==> config.mk <==
export PLATFORM = sky130hd
export DESIGN_NAME = sensor_ctrl
export DESIGN_NICKNAME = d
export VERILOG_FILES = /design/src/rtl/sensor_pkg.sv /design/src/rtl/step_if.sv /design/src/rtl/step_timer.sv /design/src/rtl/sensor_ctrl.sv
export SDC_FILE = /design/constraint.sdc
export NUM_CORES = 1
export LEC_CHECK = 0
export BUFFER_PORTS_ARGS = -buffer_cell sky130_fd_sc_hd__buf_4
export CORE_MARGIN = 2
export CORE_UTILIZATION = 45
export DETAILED_ROUTE_END_ITERATION = 7
export PLACE_DENSITY = 0.63
export SYNTH_ARGS = -nofsm -noshare
export SYNTH_HDL_FRONTEND = slang
export SYNTH_SLANG_ARGS = --single-unit
export TNS_END_PERCENT = 20
==> constraint.sdc <==
create_clock -name clk -period 3.5 [get_ports clk]
set_input_delay 0.525 -clock clk [delete_from_list [all_inputs] [get_ports clk]]
set_output_delay 0.525 -clock clk [all_outputs]
set_load 0.005 [all_outputs]
==> src/rtl/sensor_pkg.sv <==
// constants, offsets and reset values of the sensor control bank
// assumes a single 50 mhz clock feeding the whole block
// What this block does
// - proximity interrupts are raised only while the proximity irq enable bit is set
// - colour interrupts are raised only while the colour irq enable bit is set
// - wait enable bit turns the wait period between cycles on or off
// - proximity enable bit turns the proximity measurement on or off
// - colour enable bit turns the colour conversion on or off
// - power on bit starts or stops the oscillator for timers and converters
// - oscillator stays on during any bus transfer, whatever power on says
// - no measurement starts until 2.4 ms after power on is set
// - colour time is 256 minus setting, in 2.4 ms steps; count saturates
// - proximity time uses the same 256 minus setting step encoding
// - proximity max count is steps times 1024 minus one, capped 65535
// - wait time is two's complement of wait setting, in 2.4 ms steps
// - long wait select makes each wait step twelve times longer
// - interrupt when clear result is below low or above high threshold
// - thresholds are 16 bit, low byte first, at offsets 4 to 7
// - colour clear command drops the pending colour interrupt, self clearing
// - colour interrupt after persistence count of out of range results; 0 every cycle
// - proximity follows colour; colour time still spaces cycles if colour off
package sensor_pkg;
  localparam logic [4:0] ADDR_ENABLE    = 5'h00;
  localparam logic [4:0] ADDR_COLOUR_T  = 5'h01;
  localparam logic [4:0] ADDR_PROX_T    = 5'h02;
  localparam logic [4:0] ADDR_WAIT_T    = 5'h03;
  localparam logic [4:0] ADDR_LOW_LO    = 5'h04;
  localparam logic [4:0] ADDR_LOW_HI    = 5'h05;
  localparam logic [4:0] ADDR_HIGH_LO   = 5'h06;
  localparam logic [4:0] ADDR_HIGH_HI   = 5'h07;

  localparam int BIT_POWER_ON    = 0;
  localparam int BIT_COLOUR_EN   = 1;
  localparam int BIT_PROX_EN     = 2;
  localparam int BIT_WAIT_EN     = 3;
  localparam int BIT_COLOUR_IRQ  = 4;
  localparam int BIT_PROX_IRQ    = 5;
  localparam int ENABLE_BITS     = 6;

  localparam logic [7:0] RESET_ENABLE = 8'h00;
  localparam logic [7:0] RESET_TIME   = 8'hff;
  localparam logic [7:0] RESET_THRESH = 8'h00;

  localparam real STEP_TIME_MS  = 2.4;
  localparam real CLK_PERIOD_NS = 20.0;
  localparam int  STEP_CYCLES   =
    int'($ceil(STEP_TIME_MS * 1.0e6 / CLK_PERIOD_NS));
  localparam logic [3:0]  LONG_WAIT_FACTOR = 4'hc;
  localparam logic [8:0]  STEP_RANGE       = 9'h100;
  localparam logic [8:0]  WARMUP_STEPS     = 9'h001;
  localparam int          COUNT_SHIFT      = 10;
  localparam logic [18:0] MAX_COUNT        = 19'h0ffff;
  localparam logic [3:0]  PERS_LINEAR_TOP  = 4'h3;
  localparam logic [6:0]  PERS_STEP        = 7'h05;
endpackage

==> src/rtl/step_if.sv <==
// handshake between sequencer and step timer
// assumes both ends share clk
`timescale 1ns/1ps
`default_nettype none
interface step_if;
  logic       start;
  logic       abort;
  logic [8:0] steps;
  logic       long_mult;
  logic       done;
  modport ctrl  (output start, abort, steps, long_mult, input done);
  modport timer (input start, abort, steps, long_mult, output done);
endinterface
`default_nettype wire

==> src/rtl/step_timer.sv <==
// counts a number of 2.4 ms steps, optionally twelve times stretched
// assumes start is a one cycle pulse; abort wins over start
`timescale 1ns/1ps
`default_nettype none
module step_timer #(
  parameter int TICK_CYCLES = sensor_pkg::STEP_CYCLES
) (
  input  wire logic clk,
  input  wire logic rstn,
  step_if.timer     tif
);
  logic [16:0] tick_cnt;
  logic [3:0]  mult_cnt;
  logic [8:0]  step_cnt;
  logic        busy;
  logic        long_q;
  logic        tick_end;
  logic        step_end;

  assign tick_end = tick_cnt == 17'(TICK_CYCLES - 1);
  assign step_end = tick_end &&
    (!long_q || mult_cnt == sensor_pkg::LONG_WAIT_FACTOR - 4'h1);

  always_ff @(posedge clk or negedge rstn) begin
    if (!rstn) begin
      busy     <= 1'b0;
      tick_cnt <= 17'h0;
      mult_cnt <= 4'h0;
      step_cnt <= 9'h0;
      long_q   <= 1'b0;
      tif.done <= 1'b0;
    end else begin
      tif.done <= 1'b0;
      if (tif.abort) begin
        busy <= 1'b0;
      end else if (tif.start) begin
        busy     <= 1'b1;
        tick_cnt <= 17'h0;
        mult_cnt <= 4'h0;
        step_cnt <= tif.steps;
        long_q   <= tif.long_mult;
      end else if (busy) begin
        tick_cnt <= tick_end ? 17'h0 : tick_cnt + 17'h1;
        if (tick_end) begin
          mult_cnt <= step_end ? 4'h0 : mult_cnt + 4'h1;
        end
        if (step_end) begin
          if (step_cnt == 9'h001) begin
            busy     <= 1'b0;
            tif.done <= 1'b1;
          end else begin
            step_cnt <= step_cnt - 9'h001;
          end
        end
      end
    end
  end
endmodule
`default_nettype wire

==> src/rtl/sensor_ctrl.sv <==
// enable, timing and clear threshold bank with measurement sequencer
// assumes the bus front end decodes transfers into same clock strobes,
// and the converter gives one clear_valid pulse per colour result
`timescale 1ns/1ps
`default_nettype none
module sensor_ctrl #(
  parameter int TICK_CYCLES = sensor_pkg::STEP_CYCLES
) (
  input  wire logic        clk,
  input  wire logic        rstn,
  input  wire logic [4:0]  reg_addr,
  input  wire logic [7:0]  reg_wdata,
  input  wire logic        reg_write,
  input  wire logic        reg_read,
  output var  logic [7:0]  reg_rdata,
  input  wire logic        i2c_busy,
  input  wire logic        colour_irq_clear,
  input  wire logic        prox_irq_clear,
  input  wire logic        long_wait_select,
  input  wire logic [3:0]  colour_irq_persistence,
  input  wire logic [15:0] clear_result,
  input  wire logic        clear_valid,
  input  wire logic        prox_event,
  output var  logic        osc_enable,
  output var  logic        colour_conversion,
  output var  logic        prox_active,
  output var  logic        wait_active,
  output var  logic [15:0] colour_max_count,
  output var  logic [15:0] prox_max_count,
  output var  logic        irq_n
);
  typedef enum logic [2:0] {
    S_IDLE   = 3'b000,
    S_WARMUP = 3'b001,
    S_READY  = 3'b010,
    S_COLOUR = 3'b011,
    S_PROX   = 3'b100,
    S_WAIT   = 3'b101
  } seq_state_e;

  logic [5:0]  function_enable;
  logic [7:0]  colour_integration_time;
  logic [7:0]  proximity_integration_time;
  logic [7:0]  wait_time;
  logic [7:0]  clear_low_threshold_lo;
  logic [7:0]  clear_low_threshold_hi;
  logic [7:0]  clear_high_threshold_lo;
  logic [7:0]  clear_high_threshold_hi;

  logic        power_on;
  logic        colour_function_enable;
  logic        prox_function_enable;
  logic        wait_enable;
  logic        colour_irq_enable;
  logic        prox_irq_enable;

  seq_state_e  state;
  seq_state_e  next_state;
  logic        any_measure;
  logic [6:0]  pers_count;
  logic [6:0]  pers_target;
  logic        out_of_range;
  logic        colour_set;
  logic        prox_set;
  logic        colour_pending;
  logic        prox_pending;

  step_if tif ();

  step_timer #(
    .TICK_CYCLES (TICK_CYCLES)
  ) u_timer (
    .clk  (clk),
    .rstn (rstn),
    .tif  (tif)
  );

  // 256 minus setting; a zero setting gives the full 256 steps
  function automatic logic [8:0] steps_of(input logic [7:0] v);
    steps_of = sensor_pkg::STEP_RANGE - {1'b0, v};
  endfunction

  function automatic logic [15:0] sat16(input logic [18:0] v);
    sat16 = (v > sensor_pkg::MAX_COUNT) ? 16'hffff : v[15:0];
  endfunction

  function automatic logic [18:0] counts_of(input logic [7:0] v);
    counts_of = 19'(steps_of(v)) << sensor_pkg::COUNT_SHIFT;
  endfunction

  // persistence code 1..3 is literal, above that steps of five
  function automatic logic [6:0] pers_of(input logic [3:0] code);
    if (code <= sensor_pkg::PERS_LINEAR_TOP) begin
      pers_of = {3'h0, code};
    end else begin
      pers_of = 7'({3'h0, code} - 7'(sensor_pkg::PERS_LINEAR_TOP))
                * sensor_pkg::PERS_STEP;
    end
  endfunction

  assign power_on               = function_enable[sensor_pkg::BIT_POWER_ON];
  assign colour_function_enable = function_enable[sensor_pkg::BIT_COLOUR_EN];
  assign prox_function_enable   = function_enable[sensor_pkg::BIT_PROX_EN];
  assign wait_enable            = function_enable[sensor_pkg::BIT_WAIT_EN];
  assign colour_irq_enable      = function_enable[sensor_pkg::BIT_COLOUR_IRQ];
  assign prox_irq_enable        = function_enable[sensor_pkg::BIT_PROX_IRQ];

  // register writes; reserved enable bits are not stored
  always_ff @(posedge clk or negedge rstn) begin
    if (!rstn) begin
      function_enable            <= sensor_pkg::RESET_ENABLE[5:0];
      colour_integration_time    <= sensor_pkg::RESET_TIME;
      proximity_integration_time <= sensor_pkg::RESET_TIME;
      wait_time                  <= sensor_pkg::RESET_TIME;
      clear_low_threshold_lo     <= sensor_pkg::RESET_THRESH;
      clear_low_threshold_hi     <= sensor_pkg::RESET_THRESH;
      clear_high_threshold_lo    <= sensor_pkg::RESET_THRESH;
      clear_high_threshold_hi    <= sensor_pkg::RESET_THRESH;
    end else if (reg_write) begin
      case (reg_addr)
        sensor_pkg::ADDR_ENABLE: begin
          // top two bits dropped whatever the host writes
          function_enable <= reg_wdata[sensor_pkg::ENABLE_BITS-1:0];
        end
        sensor_pkg::ADDR_COLOUR_T: colour_integration_time    <= reg_wdata;
        sensor_pkg::ADDR_PROX_T:   proximity_integration_time <= reg_wdata;
        sensor_pkg::ADDR_WAIT_T:   wait_time                  <= reg_wdata;
        sensor_pkg::ADDR_LOW_LO:   clear_low_threshold_lo     <= reg_wdata;
        sensor_pkg::ADDR_LOW_HI:   clear_low_threshold_hi     <= reg_wdata;
        sensor_pkg::ADDR_HIGH_LO:  clear_high_threshold_lo    <= reg_wdata;
        sensor_pkg::ADDR_HIGH_HI:  clear_high_threshold_hi    <= reg_wdata;
        default: ;
      endcase
    end
  end

  // read data held until the next read; unmapped reads give zero
  always_ff @(posedge clk or negedge rstn) begin
    if (!rstn) begin
      reg_rdata <= 8'h00;
    end else if (reg_read) begin
      case (reg_addr)
        sensor_pkg::ADDR_ENABLE:   reg_rdata <= {2'b00, function_enable};
        sensor_pkg::ADDR_COLOUR_T: reg_rdata <= colour_integration_time;
        sensor_pkg::ADDR_PROX_T:   reg_rdata <= proximity_integration_time;
        sensor_pkg::ADDR_WAIT_T:   reg_rdata <= wait_time;
        sensor_pkg::ADDR_LOW_LO:   reg_rdata <= clear_low_threshold_lo;
        sensor_pkg::ADDR_LOW_HI:   reg_rdata <= clear_low_threshold_hi;
        sensor_pkg::ADDR_HIGH_LO:  reg_rdata <= clear_high_threshold_lo;
        sensor_pkg::ADDR_HIGH_HI:  reg_rdata <= clear_high_threshold_hi;
        default:                   reg_rdata <= 8'h00;
      endcase
    end
  end

  // bus transfers need the oscillator even with power off
  always_ff @(posedge clk or negedge rstn) begin
    if (!rstn) begin
      osc_enable <= 1'b0;
    end else begin
      osc_enable <= power_on || i2c_busy;
    end
  end

  // proximity still runs on the colour time slot, so either enable
  // starts a cycle
  assign any_measure = colour_function_enable || prox_function_enable;

  always_comb begin
    next_state = state;
    case (state)
      S_IDLE: begin
        if (power_on) begin
          next_state = S_WARMUP;
        end
      end
      S_WARMUP: begin
        if (tif.done) begin
          next_state = any_measure ? S_COLOUR : S_READY;
        end
      end
      S_READY: begin
        if (any_measure) begin
          next_state = S_COLOUR;
        end
      end
      S_COLOUR: begin
        if (tif.done) begin
          if (prox_function_enable) begin
            next_state = S_PROX;
          end else if (wait_enable) begin
            next_state = S_WAIT;
          end else if (!any_measure) begin
            next_state = S_READY;
          end
        end
      end
      S_PROX: begin
        if (tif.done) begin
          if (wait_enable) begin
            next_state = S_WAIT;
          end else begin
            next_state = any_measure ? S_COLOUR : S_READY;
          end
        end
      end
      S_WAIT: begin
        if (tif.done) begin
          next_state = any_measure ? S_COLOUR : S_READY;
        end
      end
      default: next_state = S_IDLE;
    endcase
    if (!power_on) begin
      next_state = S_IDLE;
    end
  end

  always_ff @(posedge clk or negedge rstn) begin
    if (!rstn) begin
      state <= S_IDLE;
    end else begin
      state <= next_state;
    end
  end

  // launch the timer on entry, or again when a state repeats
  always_ff @(posedge clk or negedge rstn) begin
    if (!rstn) begin
      tif.start     <= 1'b0;
      tif.abort     <= 1'b0;
      tif.steps     <= sensor_pkg::WARMUP_STEPS;
      tif.long_mult <= 1'b0;
    end else begin
      tif.abort     <= next_state == S_IDLE;
      tif.start     <= (next_state != S_IDLE) && (next_state != S_READY) &&
                       ((next_state != state) || tif.done);
      tif.long_mult <= (next_state == S_WAIT) && long_wait_select;
      case (next_state)
        S_COLOUR: tif.steps <= steps_of(colour_integration_time);
        S_PROX:   tif.steps <= steps_of(proximity_integration_time);
        S_WAIT:   tif.steps <= steps_of(wait_time);
        default:  tif.steps <= sensor_pkg::WARMUP_STEPS;
      endcase
    end
  end

  always_ff @(posedge clk or negedge rstn) begin
    if (!rstn) begin
      colour_conversion <= 1'b0;
      prox_active       <= 1'b0;
      wait_active       <= 1'b0;
    end else begin
      // colour slot without colour enable only times the interval
      colour_conversion <= (state == S_COLOUR) &&
                           colour_function_enable;
      prox_active       <= state == S_PROX;
      wait_active       <= state == S_WAIT;
    end
  end

  always_ff @(posedge clk or negedge rstn) begin
    if (!rstn) begin
      colour_max_count <= 16'h0000;
      prox_max_count   <= 16'h0000;
    end else begin
      colour_max_count <= sat16(counts_of(colour_integration_time));
      prox_max_count   <=
        sat16(counts_of(proximity_integration_time) - 19'h1);
    end
  end

  assign out_of_range =
    (clear_result < {clear_low_threshold_hi, clear_low_threshold_lo}) ||
    (clear_result > {clear_high_threshold_hi, clear_high_threshold_lo});
  assign pers_target = pers_of(colour_irq_persistence);

  // results only count while colour conversion is enabled
  always_ff @(posedge clk or negedge rstn) begin
    if (!rstn) begin
      pers_count <= 7'h00;
    end else if (clear_valid && colour_function_enable) begin
      if (!out_of_range) begin
        pers_count <= 7'h00;
      end else if (pers_count != 7'h7f) begin
        pers_count <= pers_count + 7'h01;
      end
    end
  end

  // no increment here: a saturated count would wrap to zero
  assign colour_set = clear_valid && colour_function_enable &&
    colour_irq_enable &&
    ((pers_target == 7'h00) ||
     (out_of_range && (pers_count >= pers_target - 7'h01)));
  assign prox_set = prox_event && prox_irq_enable;

  // a new event in the clearing cycle keeps the flag set
  always_ff @(posedge clk or negedge rstn) begin
    if (!rstn) begin
      colour_pending <= 1'b0;
      prox_pending   <= 1'b0;
    end else begin
      if (colour_set) begin
        colour_pending <= 1'b1;
      end else if (colour_irq_clear) begin
        colour_pending <= 1'b0;
      end
      if (prox_set) begin
        prox_pending <= 1'b1;
      end else if (prox_irq_clear) begin
        prox_pending <= 1'b0;
      end
    end
  end

  always_ff @(posedge clk or negedge rstn) begin
    if (!rstn) begin
      irq_n <= 1'b1;
    end else begin
      irq_n <= !(colour_pending || prox_pending);
    end
  end
endmodule
`default_nettype wire

==> reports/metrics.yaml <==
worst_setup_path:
  setup.worst_path.start_class: "input port"
  max_stage_delay_ns: 0.49
  crit_slowest_cell: "sky130_fd_sc_hd__fa_1"
  critical_path_required_ns: 3.84
  arrival_ns: 3.32
  worst-path-max-fanout: 4
  crit_chain: "buf_4, a21oi_1, xor2_1, ha_1, ha_1, fa_1, or3_1, a21oi_1, a31oi_1, ha_1, nand2_1, o21ai_0, nand2_1, o221ai_1"
  cell_repeated_most_along_the_worst_path: "sky130_fd_sc_hd__ha_1"
  cell_family_with_the_largest_share_of_critical_path_delay: "adder cells"
  worstPathBufferInverterCount: 1
  setup.worst_path.class: "input port to flip-flop"
  setup.worst_path.end_class: "flip-flop"
synth:
  synth_edf_count: 0
  netlist-cell-type-count: 67
  syn-cell-area_mm2: 0.00844
  postSynthRegisterBits: 146
  syn-instance-count: 862
  synth_top_area_cell: "sky130_fd_sc_hd__dfrtp_1"
  proportion_of_synthesized_chip_area_in_sequential_cells_pct: 43.7
  syn-num-nets: 961
  yosys_warnings: 0
  synthFlopType: "sky130_fd_sc_hd__dfrtp_1"
  synthDominantCellAreaShare_pct: 35.6
  syn_avg_cell_area_um2: 9.80
  synth.most_common_cell: "sky130_fd_sc_hd__dfrtp_1"
  ys_top_cells_by_area: "sky130_fd_sc_hd__dfrtp_1 (36%), sky130_fd_sc_hd__mux2_2 (8.4%), sky130_fd_sc_hd__ha_1 (8.1%)"
  post_synth_most_frequent_cells: "sky130_fd_sc_hd__dfrtp_1 (120), sky130_fd_sc_hd__nor2_1 (79), sky130_fd_sc_hd__nand2_1 (71)"
  postSynth.asyncResetShare_pct: 100
global_routing:
  most_used_routing_layer: "met2"
  grt_remaining_overflow: 0
  grt.met2_usage_pct: 33.6
  globalRouteMet3Util_pct: 4.65
  grt_first_pass_wirelength_mm: 33.6
  via_count_of_the_first_global_routing_pass: 6427
  grt_antenna_before_repair: 0
  grt_util_all_layers_pct: 21.4
  largest_net_degree_at_the_start_of_global_routing: 82
  global_route.usage.met1_pct: 30.4
timing:
  fin_tns_setup_ns: 0
  timing.final.max_slew_violations: 0
  timing.slew.headroom_pct: 50.1
  layout_worst_path_cycle_share_pct: 85.0
  rsz0062_at_grt: "false"
  worst_slew_pin_slew_ns: 0.749
  setup_viol_count_final: 0
  post-route-min-period_ns: 2.98
  skew_ns: 0.0119
  max_clock_freq_mhz: 336
  final_hold_viol_count: 0
die:
  fp-row-count: 50
  initial_core_utilization_pct: 45.4
  top_level_ports: 88
  die_height_um: 141
  floorplan.die_area_mm2: 0.0199
  core_area_mm2: 0.0186
  die_x_um: 141
layout:
  design_area_mm2: 0.00987
  sequential_cell_area_mm2: 0.00369
  largest_register_ffs: 17
  largest_registers: "u_timer.tick_cnt: 17 flops, tif.steps: 9 flops, u_timer.step_cnt: 9 flops"
  area_growth_pct: 16.9
  multi_input_area_mm2: 0.00431
  layout.nets: 1037
  final_layout_size_suffix_gt1_share_pct: 24.0
  antenna_cells_inserted: 0
  num-fill-cells: 1664
  registers.top_by_ff_count: "u_timer.tick_cnt"
drt:
  drt_drc_violations_left: 0
  detailedRoute.firstPassIterationCount: 5
  drt.antenna.violating_nets: 0
  vias: 6570
  drt_total_wl_mm: 20.2
  drtIter0Drc: 502
  via_to_cell_ratio: 5.54
  routed_wire_length_per_instance_um: 17.1
run:
  max_cap_check_violation_count: 0
placed_design:
  post-dp-hpwl_mm: 14.9
  placed_area_mm2: 0.00925
  gp_congestion: 0.844
  place.port_buffers: 87
power_and_ir_drop:
  power_per_cell_area_mw_per_mm2: 584
  irDropWorstVdd_uv: 380
  power.total_mw: 5.77
  p_leak_nw: 4.40
clocking:
  clk_latency_ns: 0.43
  cts_repair_resize_count: 0
  cts_tree: "done"
  post_cts_buffers: 0
  holdBufCountCts: 0
  clock_transition_time_at_the_flip_flop_clock_pins_of_the_worst_setup_and_hold_paths_ns: 0.06
  cts_buffer_depth: 2
  clock_sinks: 146
  cts_buffers: 17
  h-tree-depth: 4
  clock_tree.root_cell: "sky130_fd_sc_hd__clkbuf_16"
run_status:
  status: "finished, final reports clean"
hold_path:
  worstHoldPathType: "input port to async pin"
==> through the flow <==
| stage | worst slack, ns | hold WS, ns | cells | util, % |
|---|---|---|---|---|
| detailed placement | 0.0746 | 0.388 | 1153 | 49.8 |
| finish | 0.525 | 0.138 | 1185 | 53.1 |
| global placement | 0.116 | 0.376 | 1153 | 49.8 |
| global route | 0.334 | 0.186 | 1185 | 53.1 |
| floorplan | 0.270 | 0.229 | 862 | - |
| CTS | 0.522 | 0.164 | 1185 | 53.1 |
==> final cells by class <==
class / instances / share of cell area (%)
inverter: 59 / 2.24
multi-input combinational: 615 / 43.6
timing repair buffer: 99 / 7.56
tap: 234 / 2.97
clock buffer: 17 / 4.31
clock inverter: 15 / 1.98
sequential: 146 / 37.3
==> kinds of logic after synthesis <==
logic type | Yosys count | synth area share [%]
and+or+nand+nor | 274 | 15.9
xor gates and xnor gates | 36 | 3.73
adders and majority gates | 56 | 8.39
AOI/OAI and AO/OA | 178 | 13.8
other | 1 | 0.0444
buffers and inverters | 101 | 5.35
DFF | 146 | 43.7
muxes | 70 | 9.23
==> worst paths after layout <==
check	cells past startpoint	slack, ns	endpoint	from
setup / recovery	14	0.52	colour_pending	colour_irq_persistence[1]
hold / removal	1	0.14	reg_rdata[6]	rstn
setup reg to reg	8	0.93	pers_count[3]	clear_high_threshold_hi[6]
hold reg to reg	1	0.40	irq_n	colour_pending
max in group asynchronous	2	2.46	proximity_integration_time[0]	rstn
min in group clk	2	0.26	prox_pending	prox_irq_clear
==> worst reg2reg max path, delay by kind of cell (launching register included) <==
kind	cells	cell delay [ns]
buffers and inverters	1	0.06
flip-flops	1	0.41
AO/OA/AOI/OAI	3	1.19
adder cells (fa/ha/maj)	1	0.31
AND/OR/NAND/NOR	3	0.51
==> cells in the final DEF (no fill, tap or decap), types with 4 or more instances in the layout <==
cell	netlist	final
sky130_fd_sc_hd__dfrtp_1	120	120
sky130_fd_sc_hd__buf_4	18	98
sky130_fd_sc_hd__nor2_1	79	79
sky130_fd_sc_hd__nand2_1	71	71
sky130_fd_sc_hd__mux2_2	63	63
sky130_fd_sc_hd__inv_1	59	59
sky130_fd_sc_hd__ha_1	55	55
sky130_fd_sc_hd__a21oi_1	38	38
sky130_fd_sc_hd__o21ai_0	38	38
sky130_fd_sc_hd__dfstp_2	26	26
sky130_fd_sc_hd__a22oi_1	20	20
sky130_fd_sc_hd__xor2_1	20	20
sky130_fd_sc_hd__nand3_1	19	19
sky130_fd_sc_hd__clkbuf_16	0	17
sky130_fd_sc_hd__nor3_1	16	16
sky130_fd_sc_hd__xnor2_1	16	16
sky130_fd_sc_hd__and3_1	15	15
sky130_fd_sc_hd__o22ai_1	14	14
sky130_fd_sc_hd__nand4_1	11	11
sky130_fd_sc_hd__or3_1	10	10
sky130_fd_sc_hd__nor4_1	8	8
sky130_fd_sc_hd__nand2b_1	8	8
sky130_fd_sc_hd__a21o_1	7	7
sky130_fd_sc_hd__mux2i_1	7	7
sky130_fd_sc_hd__a31oi_1	7	7
sky130_fd_sc_hd__a22o_1	7	7
sky130_fd_sc_hd__nor2b_1	6	6
sky130_fd_sc_hd__a221oi_1	6	6
sky130_fd_sc_hd__and2_1	5	5
sky130_fd_sc_hd__o211ai_1	5	5
sky130_fd_sc_hd__inv_6	0	5
sky130_fd_sc_hd__o31ai_1	4	4
sky130_fd_sc_hd__nand3b_1	4	4
sky130_fd_sc_hd__o21ai_1	4	4
sky130_fd_sc_hd__clkinv_4	0	4
==> report_power, final <==
part / leakage (nW) / internal, mW / total [mW] / switching, mW
combinational: 2.30 / 0.708 / 1.50 / 0.790
sequential: 1.80 / 1.99 / 2.34 / 0.349
clock: 0.297 / 1.14 / 1.93 / 0.785
total: 4.40 / 3.84 / 5.77 / 1.92
==> per-layer routing <==
| metal | vias to the layer above | part of all wire (%) |
|---|---|---|
| met3 | 21 | 4.0 |
| li1 | 3230 | - |
| met1 | 3192 | 49 |
| met5 | - | 0 |
| met2 | 127 | 46 |
| met4 | 0 | 1.3 |
Note: power is estimated with default switching activity, not from simulation.
